--- src/inc/cpm_pkg.sv ---
// How it works
// - direction bit drives enable; pull-up, change detect
// - converter channel needs direction and analog bits
// - debug route puts test output on a0
// - main or secondary role takes a1 sync
// - timer clock select routes a2 to timer
// - external interrupt enable uses a2 as source
// - a5 is input only, never driven
// - master clear enable makes a5 reset input
// - a7 and b0 open drain, no pull-up
// - two-wire mode: a7 carries bus clock
// - two-wire mode: b0 carries bus data
// - main role puts second reference on b1
// - programming pins on a6/a7, also b4/b5
// - a6 and b7 belong to capture/compare unit
// - b7 compares out, captures in
// - sense pull-up enable bit powers pull-up
// - desat use routes pin to comparator
// - two-bit role field picks main/secondary/none
package cpm_pkg;
   localparam int NUM_PINS = 16;
   localparam int NUM_CH   = 8;
   // pin indices: port a 0..7, port b 8..15
   localparam int PIN_A0 = 0;
   localparam int PIN_A1 = 1;
   localparam int PIN_A2 = 2;
   localparam int PIN_A3 = 3;
   localparam int PIN_A5 = 5;
   localparam int PIN_A6 = 6;
   localparam int PIN_A7 = 7;
   localparam int PIN_B0 = 8;
   localparam int PIN_B1 = 9;
   localparam int PIN_B4 = 12;
   localparam int PIN_B5 = 13;
   localparam int PIN_B6 = 14;
   localparam int PIN_B7 = 15;
   // channel to pin map
   localparam int CH_PIN [NUM_CH] = '{0, 1, 2, 3, 9, 12, 13, 14};
   localparam logic [NUM_PINS-1:0] OPEN_DRAIN_MASK = 16'h0180;
   localparam logic [NUM_PINS-1:0] INPUT_ONLY_MASK = 16'h0020;
   localparam logic [NUM_PINS-1:0] DIR_RESET       = 16'hFFFF;
   // two sync stages plus one stage of change history
   localparam int PRIME_DEPTH = 3;
   localparam logic [1:0] ROLE_NONE      = 2'h0;
   localparam logic [1:0] ROLE_MAIN      = 2'h1;
   localparam logic [1:0] ROLE_SECONDARY = 2'h2;

   typedef struct packed {
      logic [NUM_PINS-1:0] port_direction;  // 1 = input
      logic [NUM_PINS-1:0] port_latch;
      logic [NUM_PINS-1:0] analog_select;
      logic [NUM_PINS-1:0] pullup_enable;
      logic [NUM_PINS-1:0] change_enable;
   } cpm_port_cfg_type;

   typedef struct packed {
      logic       test_out_enable;
      logic [1:0] unit_role_field;
      logic       timer_clock_source_select;
      logic       external_interrupt_enable;
      logic       master_clear_enable;
      logic       two_wire_enable;
      logic       prog_mode;
      logic       large_variant;
      logic       ccd_a6_enable;
      logic       ccd_b7_enable;
      logic       sense_input_pullup_enable;
      logic       desat_enable;
   } cpm_alt_cfg_type;

   typedef struct packed {
      logic test_out;
      logic sync_out;
      logic scl_drive_low;
      logic sda_drive_low;
      logic prog_data_out;
      logic prog_data_oe;
      logic ccd_a6_out;
      logic ccd_a6_oe;
      logic ccd_b7_out;
   } cpm_periph_out_type;
endpackage

--- src/design/cpm_pin_mux.sv ---
module cpm_pin_mux (
   input  wire logic                              clk,
   input  wire logic                              rst_n,
   input  wire logic                              clk_en,
   input  wire cpm_pkg::cpm_port_cfg_type         port_cfg,
   input  wire cpm_pkg::cpm_alt_cfg_type          alt_cfg,
   input  wire cpm_pkg::cpm_periph_out_type       periph_out,
   input  wire logic [cpm_pkg::NUM_PINS-1:0]      pin_in,
   output logic      [cpm_pkg::NUM_PINS-1:0]      pin_out,
   output logic      [cpm_pkg::NUM_PINS-1:0]      pin_oe,
   output logic      [cpm_pkg::NUM_PINS-1:0]      pin_pullup,
   output logic      [cpm_pkg::NUM_PINS-1:0]      port_read_q,
   output logic      [cpm_pkg::NUM_PINS-1:0]      change_flag_q,
   input  wire logic [cpm_pkg::NUM_PINS-1:0]      change_clear,
   output logic      [cpm_pkg::NUM_CH-1:0]        adc_channel_select,
   output logic                                   timer_ext_clock_q,
   output logic                                   ext_interrupt_q,
   output logic                                   master_clear_n_q,
   output logic                                   sync_in_q,
   output logic                                   scl_in_q,
   output logic                                   sda_in_q,
   output logic                                   prog_clock_q,
   output logic                                   prog_data_in_q,
   output logic                                   ccd_capture_q,
   output logic                                   ref2_to_pin_b1,
   output logic                                   sense_pullup_on,
   output logic                                   desat_to_comparator,
   output logic                                   sense_amp_int_feedback,
   output logic                                   sense_amp_to_pin
);
   localparam int N = cpm_pkg::NUM_PINS;
   localparam int P = cpm_pkg::PRIME_DEPTH;

   logic [N-1:0] pin_sync;
   logic [P-1:0] prime_q;
   logic [N-1:0] prev_q;
   logic [N-1:0] alt_own;
   logic [N-1:0] alt_oe;
   logic [N-1:0] alt_val;
   logic         role_main;
   logic         role_sync;

   function automatic logic role_is(input logic [1:0] f, input logic [1:0] r);
      return f == r;
   endfunction

   cpm_sync #(.WIDTH(N)) u_sync (
      .clk      (clk),
      .rst_n    (rst_n),
      .clk_en   (clk_en),
      .async_in (pin_in),
      .sync_out (pin_sync)
   );

   // role decode from the two-bit field
   assign role_main = role_is(alt_cfg.unit_role_field,
                              cpm_pkg::ROLE_MAIN);
   assign role_sync = role_main | role_is(alt_cfg.unit_role_field,
                              cpm_pkg::ROLE_SECONDARY);

   // alternate function ownership and drive
   always_comb begin
      alt_own = '0;
      alt_oe  = '0;
      alt_val = '0;
      if (alt_cfg.test_out_enable) begin
         alt_own[cpm_pkg::PIN_A0] = 1'b1;
         alt_oe[cpm_pkg::PIN_A0]  = 1'b1;
         alt_val[cpm_pkg::PIN_A0] = periph_out.test_out;
      end
      if (role_sync) begin
         // main drives the sync pin, secondary listens
         alt_own[cpm_pkg::PIN_A1] = 1'b1;
         alt_oe[cpm_pkg::PIN_A1]  = role_main;
         alt_val[cpm_pkg::PIN_A1] = periph_out.sync_out;
      end
      if (role_main) begin
         // analog reference takes the pin; digital driver off
         alt_own[cpm_pkg::PIN_B1] = 1'b1;
      end
      if (alt_cfg.ccd_a6_enable) begin
         alt_own[cpm_pkg::PIN_A6] = 1'b1;
         alt_oe[cpm_pkg::PIN_A6]  = periph_out.ccd_a6_oe;
         alt_val[cpm_pkg::PIN_A6] = periph_out.ccd_a6_out;
      end
      if (alt_cfg.ccd_b7_enable) begin
         // single compare output, capture reads pin_sync
         alt_own[cpm_pkg::PIN_B7] = 1'b1;
         alt_oe[cpm_pkg::PIN_B7]  = 1'b1;
         alt_val[cpm_pkg::PIN_B7] = periph_out.ccd_b7_out;
      end
      if (alt_cfg.two_wire_enable) begin
         // open drain: only ever pulls low
         alt_own[cpm_pkg::PIN_A7] = 1'b1;
         alt_oe[cpm_pkg::PIN_A7]  = periph_out.scl_drive_low;
         alt_own[cpm_pkg::PIN_B0] = 1'b1;
         alt_oe[cpm_pkg::PIN_B0]  = periph_out.sda_drive_low;
      end
      if (alt_cfg.prog_mode) begin
         // programmer owns the clock; data turns round on request
         alt_own[cpm_pkg::PIN_A6] = 1'b1;
         alt_oe[cpm_pkg::PIN_A6]  = periph_out.prog_data_oe;
         alt_val[cpm_pkg::PIN_A6] = periph_out.prog_data_out;
         alt_own[cpm_pkg::PIN_A7] = 1'b1;
         alt_oe[cpm_pkg::PIN_A7]  = 1'b0;
         if (alt_cfg.large_variant) begin
            alt_own[cpm_pkg::PIN_B4] = 1'b1;
            alt_oe[cpm_pkg::PIN_B4]  = periph_out.prog_data_oe;
            alt_val[cpm_pkg::PIN_B4] = periph_out.prog_data_out;
            alt_own[cpm_pkg::PIN_B5] = 1'b1;
            alt_oe[cpm_pkg::PIN_B5]  = 1'b0;
         end
      end
      if (alt_cfg.master_clear_enable) begin
         alt_own[cpm_pkg::PIN_A5] = 1'b1;
      end
   end

   // per-pin drive; open-drain pins never drive high
   genvar g;
   generate
      for (g = 0; g < N; g++) begin : g_pin
         logic gp_oe;
         logic gp_val;
         assign gp_oe  = alt_own[g] ? alt_oe[g]
                                    : ~port_cfg.port_direction[g];
         assign gp_val = alt_own[g] ? alt_val[g]
                                    : port_cfg.port_latch[g];
         if (cpm_pkg::INPUT_ONLY_MASK[g]) begin : g_in
            assign pin_oe[g]  = 1'b0;
            assign pin_out[g] = 1'b0;
         end else if (cpm_pkg::OPEN_DRAIN_MASK[g]) begin : g_od
            assign pin_oe[g]  = gp_oe & ~(gp_val & ~alt_own[g]);
            assign pin_out[g] = 1'b0;
         end else begin : g_pp
            assign pin_oe[g]  = gp_oe;
            assign pin_out[g] = gp_val;
         end
         if (cpm_pkg::OPEN_DRAIN_MASK[g]) begin : g_nopu
            assign pin_pullup[g] = 1'b0;
         end else begin : g_pu
            // pull-up only while the pin is an input
            assign pin_pullup[g] = port_cfg.pullup_enable[g]
                                 & ~pin_oe[g]
                                 & ~alt_own[g];
         end
      end
   endgenerate

   // converter channels
   generate
      for (g = 0; g < cpm_pkg::NUM_CH; g++) begin : g_ch
         assign adc_channel_select[g] =
            port_cfg.port_direction[cpm_pkg::CH_PIN[g]]
            & port_cfg.analog_select[cpm_pkg::CH_PIN[g]];
      end
   endgenerate

   assign ref2_to_pin_b1         = role_main;
   assign sense_pullup_on        = alt_cfg.sense_input_pullup_enable;
   assign desat_to_comparator    = alt_cfg.desat_enable;
   assign sense_amp_int_feedback = alt_cfg.desat_enable;
   assign sense_amp_to_pin       = ~alt_cfg.desat_enable;

   // port read; analog pins read zero
   always_ff @(posedge clk or negedge rst_n) begin
      if (!rst_n) begin
         port_read_q <= '0;
      end else if (clk_en) begin
         port_read_q <= pin_sync & ~port_cfg.analog_select;
      end
   end

   // pipeline fill after reset; stale zeros would fake edges
   // limitation: a pin change before the first enabled edge after reset is not flagged
   always_ff @(posedge clk or negedge rst_n) begin
      if (!rst_n) begin
         prime_q <= '0;
      end else if (clk_en) begin
         prime_q <= {prime_q[P-2:0], 1'b1};
      end
   end

   // interrupt-on-change; a set in the clear cycle wins
   always_ff @(posedge clk or negedge rst_n) begin
      if (!rst_n) begin
         prev_q        <= '0;
         change_flag_q <= '0;
      end else if (clk_en) begin
         prev_q        <= pin_sync;
         change_flag_q <= (change_flag_q & ~change_clear)
                        | ((pin_sync ^ prev_q)
                           & port_cfg.change_enable
                           & {N{prime_q[P-1]}});
      end
   end

   // digital alternate inputs; masters hold their idle level
   // held at idle until the synchroniser carries real pin levels
   always_ff @(posedge clk or negedge rst_n) begin
      if (!rst_n) begin
         timer_ext_clock_q <= 1'b0;
         ext_interrupt_q   <= 1'b0;
         master_clear_n_q  <= 1'b1;
         sync_in_q         <= 1'b0;
         scl_in_q          <= 1'b1;
         sda_in_q          <= 1'b1;
         prog_clock_q      <= 1'b0;
         prog_data_in_q    <= 1'b0;
         ccd_capture_q     <= 1'b0;
      end else if (clk_en && prime_q[P-2]) begin
         timer_ext_clock_q <= alt_cfg.timer_clock_source_select
                            & pin_sync[cpm_pkg::PIN_A2];
         ext_interrupt_q   <= alt_cfg.external_interrupt_enable
                            & pin_sync[cpm_pkg::PIN_A2];
         master_clear_n_q  <= ~alt_cfg.master_clear_enable
                            | pin_sync[cpm_pkg::PIN_A5];
         sync_in_q         <= role_sync & ~role_main
                            & pin_sync[cpm_pkg::PIN_A1];
         scl_in_q          <= ~alt_cfg.two_wire_enable
                            | pin_sync[cpm_pkg::PIN_A7];
         sda_in_q          <= ~alt_cfg.two_wire_enable
                            | pin_sync[cpm_pkg::PIN_B0];
         if (alt_cfg.prog_mode && alt_cfg.large_variant) begin
            prog_clock_q   <= pin_sync[cpm_pkg::PIN_B5]
                            | pin_sync[cpm_pkg::PIN_A7];
            prog_data_in_q <= pin_sync[cpm_pkg::PIN_B4]
                            | pin_sync[cpm_pkg::PIN_A6];
         end else begin
            prog_clock_q   <= alt_cfg.prog_mode
                            & pin_sync[cpm_pkg::PIN_A7];
            prog_data_in_q <= alt_cfg.prog_mode
                            & pin_sync[cpm_pkg::PIN_A6];
         end
         ccd_capture_q     <= alt_cfg.ccd_b7_enable
                            & pin_sync[cpm_pkg::PIN_B7];
      end
   end
endmodule

--- src/design/cpm_sync.sv ---
module cpm_sync #(
   parameter int WIDTH = 16
) (
   input  wire logic             clk,
   input  wire logic             rst_n,
   input  wire logic             clk_en,
   input  wire logic [WIDTH-1:0] async_in,
   output logic      [WIDTH-1:0] sync_out
);
   logic [WIDTH-1:0] meta_q;
   // meta_q feeds only sync_out; nothing else looks at it
   always_ff @(posedge clk or negedge rst_n) begin
      if (!rst_n) begin
         meta_q   <= '0;
         sync_out <= '0;
      end else if (clk_en) begin
         meta_q   <= async_in;
         sync_out <= meta_q;
      end
   end
endmodule

--- config.mk ---
export PLATFORM = sky130hd
export DESIGN_NAME = cpm_pin_mux
export DESIGN_NICKNAME = d
export VERILOG_FILES = /design/src/inc/cpm_pkg.sv /design/src/design/cpm_pin_mux.sv /design/src/design/cpm_sync.sv
export SDC_FILE = /design/constraint.sdc
export NUM_CORES = 1
export LEC_CHECK = 0
export ABC_AREA = 1
export BUFFER_PORTS_ARGS = -buffer_cell sky130_fd_sc_hd__buf_2
export CAP_MARGIN = 20
export CELL_PAD_IN_SITES_DETAIL_PLACEMENT = 0
export CELL_PAD_IN_SITES_GLOBAL_PLACEMENT = 1
export CORE_AREA = 2 2 131 133
export DETAILED_ROUTE_END_ITERATION = 7
export DIE_AREA = 0 0 133 135
export PLACE_DENSITY_LB_ADDON = 0.1
export SYNTH_ARGS = -nofsm -noshare
export SYNTH_HDL_FRONTEND = slang
export SYNTH_SLANG_ARGS = --single-unit
export TNS_END_PERCENT = 20
--- constraint.sdc ---
create_clock -name clk -period 1.45 [get_ports clk]
set_input_delay 0.435 -clock clk [delete_from_list [all_inputs] [get_ports clk]]
set_output_delay 0.435 -clock clk [all_outputs]
set_load 0.03 [all_outputs]
After elaboration in Yosys (flattened, before gate mapping):

Cells that the tools add are included.

* equal/unequal tests: 2
* muxes and demuxes: 43
* bitwise logic cells: 92
* reduce and logical (&&, ||, !) cells: 2

Operators with widths (number)
* $and 16x16->16: 4
* $and 1x1->1: 40
* $not 1->1: 38
* $mux 1: 36
* $not 16->16: 2
* $or 16x16->16: 1
* $xor 16x16->16: 1
* $mux 2: 7
* $or 1x1->1: 6
* $eq 2x1->1 const B: 1
* $eq 2x2->1 const B: 1
* $logic_and 1x1->1: 2

* register bits after elaboration: 92
* input bits: 137
* output and inout port bits: 102
* logic and storage cells: 154

Depth between registers and ports, before layout:

Gate-level depths: netlist (run 1).

* depth after elaboration: 7
* depth in mapped cells: 6
* depth with buffers taken out: 5

Hierarchy:

Synthesis (run 1) repeated with hierarchy kept, for this count alone.

* cells, all modules: 623
* area total of the unflattened synthesis: 4631.9 µm²

By module, submodules not included
* cpm_pin_mux: times used 1, cells each 487, area each 3337.0 µm², sequential area each 1505.2 µm²
* cpm_sync: times used 1, cells each 136, area each 1295.0 µm², sequential area each 800.8 µm²

Least setup slack after synthesis (run 1):

OpenSTA, ideal clock, no wires.

* path kind: input-to-output
* start point: in alt_cfg[11] (netlist name)
* end point: out pin_pullup[9] (netlist name)
* arrival: 1.695 ns
* required time: 1.015 ns
* slack: -0.680 ns
* stages: 4
* path buffers: 0
* cell sequence: inv_1 ha_1 nor2_1 nor3b_1

* longest elaborated chain between the ends: 6
* elaborated cells on any way between the ends: 7
* those cells by class: eq/ne (1); mux (2); bitwise (4)

RTL lines
* start, declared: line cpm_pin_mux.sv:6 `input wire cpm_pkg::cpm_alt_cfg_type alt_cfg,`
* $eq 2x1->1: line cpm_pin_mux.sv:44 `return f == r;`
* net ref2_to_pin_b1: line cpm_pin_mux.sv:25 `output logic ref2_to_pin_b1,`
* $mux 1: line cpm_pin_mux.sv:77 `if (role_main) begin`
* $mux 1: line cpm_pin_mux.sv:125 `assign gp_oe = alt_own[g] ? alt_oe[g]`
* net g_pin[9].gp_oe: line cpm_pin_mux.sv:123 `logic gp_oe;`
* $not 1->1: line cpm_pin_mux.sv:144 `& ~pin_oe[g]`
* $and 1x1->1: line cpm_pin_mux.sv:144
* $and 1x1->1: line cpm_pin_mux.sv:145 `& ~alt_own[g];`
* end, declared: line cpm_pin_mux.sv:11 `output logic [cpm_pkg::NUM_PINS-1:0] pin_pullup,`

The timed path passes the listed nets, and every way through them passes these cells.

Worst setup path after layout (run 1):

* start point: in alt_cfg[11] (netlist name)
* end point: out pin_oe[1] (netlist name)

* longest elaborated chain between the ends: 4
* elaborated cells on any way between the ends: 6
* those cells by class: eq/ne (2); mux (3); bitwise (1)

RTL lines
* $eq 2x1->1 / $eq 2x2->1 (equally long branches): line cpm_pin_mux.sv:44
* $or 1x1->1: line cpm_pin_mux.sv:58 `assign role_sync = role_main | role_is(alt_cfg.unit_role_field,`
* $mux 1: line cpm_pin_mux.sv:71 `if (role_sync) begin`
* $mux 1 (*): line cpm_pin_mux.sv:125
* end, declared: line cpm_pin_mux.sv:10 `output logic [cpm_pkg::NUM_PINS-1:0] pin_oe,`

Every way passes the cells marked *; elsewhere a longest branch is shown, timed or not.

==> flow_summary.ini, run 1 <==
[cells_and_area]
multi_input_area_um2 = 1620
final_common_cell = nand2_1
mostFrequentLayoutCells = nand2_1, buf_2, dfrtp_1
drive_gt1_share_pct = 32.75
syn2layout_area_growth_pct = 36.37
num-fill-cells = 1766
finalNetCount = 937
final-seq-area_um2 = 2306
stdcell_count = 1023
fin_area_um2 = 6192
diodes = 0

[clock_network]
root_buffer = clkbuf_16
cts_tree = yes
cts_setup_buffers = 0
cts_inserted_buffers = 9
max-clock-path-buffers = 2
cts.sinks = 92
htreeDepth = 3
clk_latency_ps = 340
cts.clk_slew.worst_paths_ps = 70

[routing]
drt_iter0_drc = 175
num_vias = 4138
finalWirelength_um = 11870
drc = 0
wl_per_cell_um = 11.60
drt-pass1-iter-count = 4
ant_nets = 0
via_per_inst = 4.045

[yosys]
syn_inst = 606
avgSynthCellArea_um2 = 7.493
synth-seq-cells = 92
yosysSeqAreaShare_pct = 50.79
ys_warn_count = 0
synth_cell_types = 20
syn-cell-area_um2 = 4541

[status]
violations = setup timing
outcome = finished, violations left

[place]
place_hpwl_um = 8713
dp_cells = 1006
gp_congestion = 0.7433
place_ws_ps = -325.9
dpl_cell_area_um2 = 5715
port_buffers = 214

[global_routing]
antenna_found_initial = 0
grt_overflow = 0
busiest_layer = met2
grt_usage_pct = 13.60
grt_max_degree = 42
grt_pass1_vias = 4120
grt_pass1_wl_um = 19380
met1_usage_pct = 16.44
grtUsageMet3_pct = 3.228
use_met2_pct = 22.86

[floorplan]
std_cell_rows = 47
core-area_um2 = 16410
die_h_um = 135
initial_core_util_pct = 27.67
die_area_um2 = 17960
dieWidth_um = 133
io-pin-count = 239

[sta]
hold_viol = 0
slew_viol_final = 0
setup_slack_ps = -153.5
fin_setup_tns_ps = -607.4
fmax_mhz = 623.6
setup_viol = 7
min_period_over_period_pct = 110.6
skew_ps = 8.052
period_needed_ps = 1604
grt_setup_unrepaired = true

[power]
p_sw_mw = 2.261
p_int_mw = 5.001
powerDensity_nw_per_um2 = 1173
power.total_mw = 7.263
pwr-share-clk_pct = 35.3
swShare_pct = 31.14
seq_power_share_pct = 41.8
p_leak_nw = 3.680
peakVddDrop_mv = 0.5391
share_comb_of_total_power_pct = 22.9

[critical_path]
crit_fanout = 3
path_class = in2out
crit_arrival_ps = 1170
crit_path_end_kind = primary output
crit_path_start_kind = input pin
critPathRequiredTime_ps = 1020

[flow_run]
maxCapViolCount = 0

[min_path]
hold_class = in2reg
==> through the flow <==
| stage | hold slack [ps] | util (%) |
|---|---|---|
| 2_1_floorplan | 139.4 | - |
| 3_3_place_gp | 346.4 | 34.84 |
| 3_5_place_dp | 344.7 | 34.84 |
| 4_1_cts | 234.8 | 37.54 |
| 5_1_grt | 248.0 | 37.74 |
| 6_report | 254.4 | 37.74 |
==> area by class of cell <==
type | instances | area share (%)
Clock inverter | 5 | 1.212
Sequential cell | 92 | 37.24
Clock buffer | 11 | 3.920
Inverter | 86 | 5.496
Timing Repair Buffer | 227 | 21.52
Multi-Input combinational cell | 382 | 26.17
Tap cell | 220 | 4.445
==> registers in the layout, indices dropped and copies added, names as in the netlist <==
register           count
change_flag_q         16
port_read_q           16
prev_q                16
u_sync.meta_q         16
u_sync.sync_out       16
prime_q                3
ccd_capture_q          1
ext_interrupt_q        1
master_clear_n_q       1
prog_clock_q           1
prog_data_in_q         1
scl_in_q               1
sda_in_q               1
sync_in_q              1
timer_ext_clock_q      1
==> cells in the mapped netlist (all sizes together) <==
cell	number	area share, %
clkbuf	2	0.22
inv	86	7.1
dfrtp	89	49
nand2	270	23
nor3b	1	0.17
ha	2	0.55
nor2	37	3.1
a21oi	1	0.11
and3	3	0.41
nand3	4	0.44
o21ai	58	6.4
dfstp	3	1.7
buf	49	8.1
conb	1	0.083
==> kinds of logic after synthesis <==
family	synth area share (%)
adders and majority gates	0.5510
other	0.08259
AOI/OAI and AO/OA	6.503
buffers and inverters	15.46
DFF	50.79
and+or+nand+nor	26.62
==> critical path: stages <==
cell and delay (ps):
buf_8 120, ha_4 280, inv_4 40, o21ai_1 130
buf_4 170
==> power by group through the flow <==
stage | combinational, mW | clock [mW] | sequential (mW)
final | 1.66 | 2.56 | 3.04
after global routing | 1.86 | 2.76 | 3.08
after CTS | 1.69 | 2.66 | 3.04
after detailed placement | 1.62 | 0 | 3.08
after global placement | 1.60 | 0 | 3.07
after floorplan | 0.829 | 0 | 3.34
==> timing repair <==
item	in CTS	in global routing
pin swaps	6	1
resized for setup	40	13
hold endpoints to repair	18	0
hold buffers	1	0
setup endpoints to repair	20	19
==> worst paths after layout <==
kind / from / endpoint / slack, ps / cells after the start
max: alt_cfg[11] / pin_oe[1] / -150 / 5
min: port_cfg[42] / port_read_q[10] / 250 / 2
max reg2reg: prime_q[2] / change_flag_q[13] / 460 / 4
min reg2reg: prime_q[0] / prime_q[0] / 450 / 2
max in group asynchronous: rst_n / scl_in_q / 380 / 3
min in group asynchronous: rst_n / prev_q[11] / 520 / 2
==> routing by layer <==
layer	vias to the layer above	routed length, µm
met5	-	0
met4	0	247
met3	16	773
met2	136	5532
met1	1832	5317
li1	2154	-
(Power assumes the default switching activity.)
==> run 2, diff against run 1 <==
--- a/config.mk
+++ b/config.mk
@@ -5,14 +5,13 @@
 export SDC_FILE = /design/constraint.sdc
 export NUM_CORES = 1
 export LEC_CHECK = 0
-export ABC_AREA = 1
 export BUFFER_PORTS_ARGS = -buffer_cell sky130_fd_sc_hd__buf_2
 export CAP_MARGIN = 20
 export CELL_PAD_IN_SITES_DETAIL_PLACEMENT = 0
 export CELL_PAD_IN_SITES_GLOBAL_PLACEMENT = 1
-export CORE_AREA = 2 2 131 133
+export CORE_AREA = 2 2 125 127
 export DETAILED_ROUTE_END_ITERATION = 7
-export DIE_AREA = 0 0 133 135
+export DIE_AREA = 0 0 127 129
 export PLACE_DENSITY_LB_ADDON = 0.1
 export SYNTH_ARGS = -nofsm -noshare
 export SYNTH_HDL_FRONTEND = slang
==> run 2 against run 1 <==
Net effect:
- the flow still finishes with violations (setup timing)
- combinational power grew 16%
- sequential power rose by 6%
- clock power is 15% lower
- via count shrank 17%
==> flow_summary.ini, run 2 <==
[status]
outcome = finished, violations left
violations = setup timing

[place]
port_buffers = 214
place_hpwl_um = 8169
dp_cells = 760
dpl_cell_area_um2 = 5642
gp_congestion = 0.6870

[yosys]
synth_most_common_cell = dfrtp_1
async_flop_share_pct = 100.0
synth_area_leaders = dfrtp_1, mux2_2, buf_4
synth-edff-count = 0
yosys-top-cells-count = dfrtp_1, mux2_2, buf_4
yosysSeqAreaShare_pct = 52.22
synth_top_area_share_pct = 50.44
synth_largest_area_cell = dfrtp_1
synth_cell_types = 31
avgSynthCellArea_um2 = 11.41
synth-seq-cells = 92
syn_inst = 387
syn-cell-area_um2 = 4415
ys_warn_count = 0
synthFlopType = dfrtp_1

[routing]
via_per_inst = 4.400
finalWirelength_um = 10750
num_vias = 3419
drt-pass1-iter-count = 4
wl_per_cell_um = 13.84
drt_iter0_drc = 69
ant_nets = 0
drc = 0

[power]
peakVddDrop_mv = 0.6426
share_comb_of_total_power_pct = 26.3
p_leak_nw = 3.088
p_sw_mw = 2.339
swShare_pct = 31.91
seq_power_share_pct = 44.0
powerDensity_nw_per_um2 = 1194
p_int_mw = 4.991
pwr-share-clk_pct = 29.7

[flow_run]
maxCapViolCount = 0

[critical_path]
crit_arrival_ps = 1250
slowest_delay_ps = 300
path_class = in2out
crit_path_end_kind = primary output
crit_fanout = 3
r2r_slack_ps = 380
crit_path_start_kind = input pin
reg2reg_depth = 3
critPathRequiredTime_ps = 1020
cp_cell_sequence = buf_8 > inv_8 > ha_4 > mux2_4 > buf_6
r2r_start = prime_q[2]
worst_path_max_delay_cell = mux2_4
r2r_end = change_flag_q[7]

[floorplan]
std_cell_rows = 45
core-area_um2 = 14980
io-pin-count = 239
die_h_um = 129
die_area_um2 = 16380
dieWidth_um = 127
initial_core_util_pct = 29.48

[sta]
slew_viol_final = 0
min_period_over_period_pct = 116.0
setup_viol = 13
hold_viol = 0
grt_setup_unrepaired = true
skew_ps = 4.929
period_needed_ps = 1682
setup_slack_ps = -231.9
fmax_mhz = 594.6
fin_setup_tns_ps = -1251

[min_path]
hold_class = in2async

[cells_and_area]
drive_gt1_share_pct = 53.65
finalNetCount = 723
syn2layout_area_growth_pct = 39.02
mostFrequentLayoutCells = buf_2, dfrtp_1, mux2_2
fin_area_um2 = 6138
stdcell_count = 777
diodes = 0
num-fill-cells = 1483
final_common_cell = buf_2

[clock_network]
htreeDepth = 3
cts_hold_buf = 0
root_buffer = clkbuf_16
cts_inserted_buffers = 9
max-clock-path-buffers = 2
cts.sinks = 92
cts.clk_slew.worst_paths_ps = 60
clk_latency_ps = 350
cts_tree = yes

[global_routing]
grt_max_degree = 50
grt_usage_pct = 13.08
grt_overflow = 0
antenna_found_initial = 0
grt_pass1_vias = 3334
grt_pass1_wl_um = 16680
==> run 2: cell count changes after synthesis, moves of 16 or more <==
cell      previous run  this run
and2_1               0        18
xor2_1               0        16
nand3b_1             0        16
mux2_2               0        50
o21ai_0             44        25
nand2_1            268        24
nor2_1              37         4
a32o_1               0        16
inv_1               85        37
==> run 2: metal layers <==
metal	routed length (µm)	vias to the layer above	share of wire [%]	GRT usage (%)
li1	-	1664	-	-
met1	4344	1629	40	15.38
met2	5574	117	52	22.49
met3	722	9	6.7	4.740
met4	108	0	1.0	4.008
met5	0	-	0	0
==> run 2: power groups by stage <==
stage	combinational, mW	sequential (mW)	clock, mW
after floorplan	0.922	3.60	0
after global placement	1.85	3.25	0
after detailed placement	1.87	3.27	0
after CTS	1.95	3.23	2.28
after global routing	2.09	3.29	2.39
final	1.93	3.22	2.18
==> run 2: through the flow <==
step	hold slack, ps	util, %	power [mW]	worst slack (ps)
2_1_floorplan	139.4	-	4.525	-194.9
3_3_place_gp	400.5	37.67	5.110	-327.4
3_5_place_dp	399.4	37.67	5.149	-339.9
4_1_cts	18.63	40.58	7.456	-236.9
5_1_grt	36.89	40.99	7.766	-252.4
6_report	20.19	40.99	7.330	-231.9
==> run 2: cells by family (layout without fill, tap and decap cells) <==
| logic type | Yosys count | in the layout | synth area share (%) |
|---|---|---|---|
| AO/OA/AOI/OAI | 55 | 55 | 8.444 |
| XOR/XNOR | 16 | 16 | 3.174 |
| adder cells (fa/ha/maj) | 2 | 2 | 0.5666 |
| buffers and inverters | 89 | 286 | 11.96 |
| flip-flops | 92 | 92 | 52.22 |
| multiplexers | 53 | 53 | 13.43 |
| other | 1 | 6 | 0.08493 |
| AND/OR/NAND/NOR | 79 | 79 | 10.12 |
==> run 2: area by class of cell <==
cell class	instances	area, µm²	share of cell area, %
multi-input cells	211	1710	27.86
clock buffers	11	242.7	3.954
inverters	37	148.9	2.426
flip-flops and latches	92	2306	37.57
well taps	188	235.2	3.832
clock inverters	5	28.78	0.4688
repair buffers	233	1466	23.89
==> run 2: how the worst max path moves through the flow <==
| stage | from | slack, ps | end | depth (start not counted) |
|---|---|---|---|---|
| floorplan | alt_cfg[11] | -190 | pin_oe[1] | 5 |
| global placement | alt_cfg[10] | -330 | pin_out[1] | 5 |
| detailed placement | alt_cfg[10] | -340 | pin_out[1] | 5 |
| CTS | alt_cfg[10] | -240 | pin_out[1] | 5 |
| global route | alt_cfg[10] | -250 | pin_out[1] | 5 |
| finish | alt_cfg[10] | -230 | pin_out[1] | 5 |
==> run 2: repair_timing <==
item	4_1_cts	5_1_grt
setup buffers	0	1
pin swaps	4	3
gates resized for setup	47	17
gates cloned	0	0
endpoints found under the setup margin	22	21
==> run 2: worst max-delay path: cells and delay by family <==
family | cells | cell delay (ps)
buf+inv | 3 | 260
fa+ha+maj | 1 | 260
mux | 1 | 300
==> run 3, diff against run 2 <==
--- a/config.mk
+++ b/config.mk
@@ -13,6 +13,7 @@
 export DETAILED_ROUTE_END_ITERATION = 7
 export DIE_AREA = 0 0 127 129
 export PLACE_DENSITY_LB_ADDON = 0.1
+export SETUP_SLACK_MARGIN = 0.15
 export SYNTH_ARGS = -nofsm -noshare
 export SYNTH_HDL_FRONTEND = slang
 export SYNTH_SLANG_ARGS = --single-unit
==> run 3 against run 2 <==
Net effect:
- the flow still finishes with violations (setup timing)
- clock skew increased by 2.1 ps
- first-iteration DRC count up 72%
- total power grew 4.8%
- final cell count down 0.13%
- die area is the same
- combinational power is 13% higher
- wire length rose by 2.7%
- global-route usage barely moved
- core utilization up 2.7 points
==> flow_summary.ini, run 3 (synthesized netlist as in run 2, its figures left out) <==
[status]
outcome = finished, violations left
violations = setup timing

[clock_network]
cts_tree = yes
max-clock-path-buffers = 2
root_buffer = clkbuf_16
cts.clk_slew.worst_paths_ps = 60
cts.sinks = 92
clk_latency_ps = 340
cts_inserted_buffers = 9
htreeDepth = 3

[global_routing]
grt_max_degree = 45
grt_pass1_wl_um = 16790
grt_pass1_vias = 3355
grt_overflow = 0
antenna_found_initial = 0
grt_usage_pct = 13.10

[floorplan]
dieWidth_um = 127
io-pin-count = 239
core-area_um2 = 14980
die_area_um2 = 16380
die_h_um = 129
initial_core_util_pct = 29.48
std_cell_rows = 45

[critical_path]
crit_path_start_kind = input pin
crit_path_end_kind = primary output
crit_fanout = 3
cp_cell_sequence = buf_8 > inv_8 > ha_4 > mux2_4 > buf_6
critPathRequiredTime_ps = 1020
path_class = in2out
worst_path_max_delay_cell = mux2_4
reg2reg_depth = 3
slowest_delay_ps = 300
crit_arrival_ps = 1250
r2r_slack_ps = 400

[cells_and_area]
fin_util_pct = 43.64
drive_gt1_share_pct = 54.59
diodes = 0
finalNetCount = 723
syn2layout_area_growth_pct = 48.03
mostFrequentLayoutCells = buf_2, dfrtp_1, buf_6
final_common_cell = buf_2

[routing]
finalWirelength_um = 11040
drt-pass1-iter-count = 4
num_vias = 3442
wl_per_cell_um = 14.23
drc = 0
ant_nets = 0
via_per_inst = 4.436
drt_iter0_drc = 119

[sta]
setup_viol = 10
grt_setup_unrepaired = true
skew_ps = 7.066
min_period_over_period_pct = 116.5
fmax_mhz = 592.1
slew_viol_final = 0
whs_ps = 277.8
hold_viol = 0
period_needed_ps = 1689
setup_slack_ps = -239.0

[place]
gp_congestion = 0.6927
place_hpwl_um = 8027
port_buffers = 214
place_ws_ps = -344.3

[min_path]
hold_class = in2reg
holdPathStages = 2

[flow_run]
maxCapViolCount = 0

[power]
power.total_mw = 7.679
p_leak_nw = 3.184
powerDensity_nw_per_um2 = 1175
peakVddDrop_mv = 0.5303
-- run 3: report_power, final --
part | switching, mW | internal, mW
Sequential | 0.310 | 2.96
Combinational | 1.11 | 1.08
Clock | 0.972 | 1.25
Total | 2.39 | 5.29
-- run 3: final timing paths --
check	from	endpoint
max in group asynchronous	rst_n	port_read_q[3]
worst max register to register	prime_q[2]	change_flag_q[2]
min in group asynchronous	rst_n	u_sync.meta_q[15]
worst min register to register	prime_q[0]	prime_q[0]
worst max-delay path	alt_cfg[10]	pin_out[1]
worst min-delay path	alt_cfg[7]	master_clear_n_q
-- run 3: worst max-delay path, delay by kind of cell --
kind / cells / cell delay [ps]
buffers and inverters: 3 / 260
adder cells (fa/ha/maj): 1 / 260
multiplexers: 1 / 300
-- run 3: repair_timing --
item                       in CTS  in global routing
resized for setup             157                 34
hold buffers                    1                  0
hold endpoints to repair       17                  0
pin swaps                       9                  6
setup endpoints to repair      67                 72
setup buffers                   2                  2
-- run 3: layout make-up --
type / instances / area (µm²)
multi-input combinational: 211 / 1768
tap: 188 / 235.2
fill: 1477 / 8441
inverter: 37 / 146.4
timing repair buffer: 233 / 1802
clock buffer: 12 / 256.5
sequential: 92 / 2306
clock inverter: 3 / 22.52
-- run 3: per-stage QoR --
| step | setup TNS, ps | std cells | cell area, µm² |
|---|---|---|---|
| after floorplan | -586.9 | 392 | 4523 |
| after global placement | -2493 | 756 | 5603 |
| after detailed placement | -2595 | 756 | 5603 |
| after CTS | -1163 | 774 | 6435 |
| after global routing | -1527 | 776 | 6536 |
| final | -1173 | 776 | 6536 |
-- run 3: metal layers --
metal / vias to the layer above / track usage (%) / wire length, µm
li1: 1670 / - / -
met1: 1644 / 16.20 / 4578
met2: 115 / 22.30 / 5687
met3: 13 / 3.035 / 607
met4: 0 / 5.171 / 171
met5: - / 0 / 0
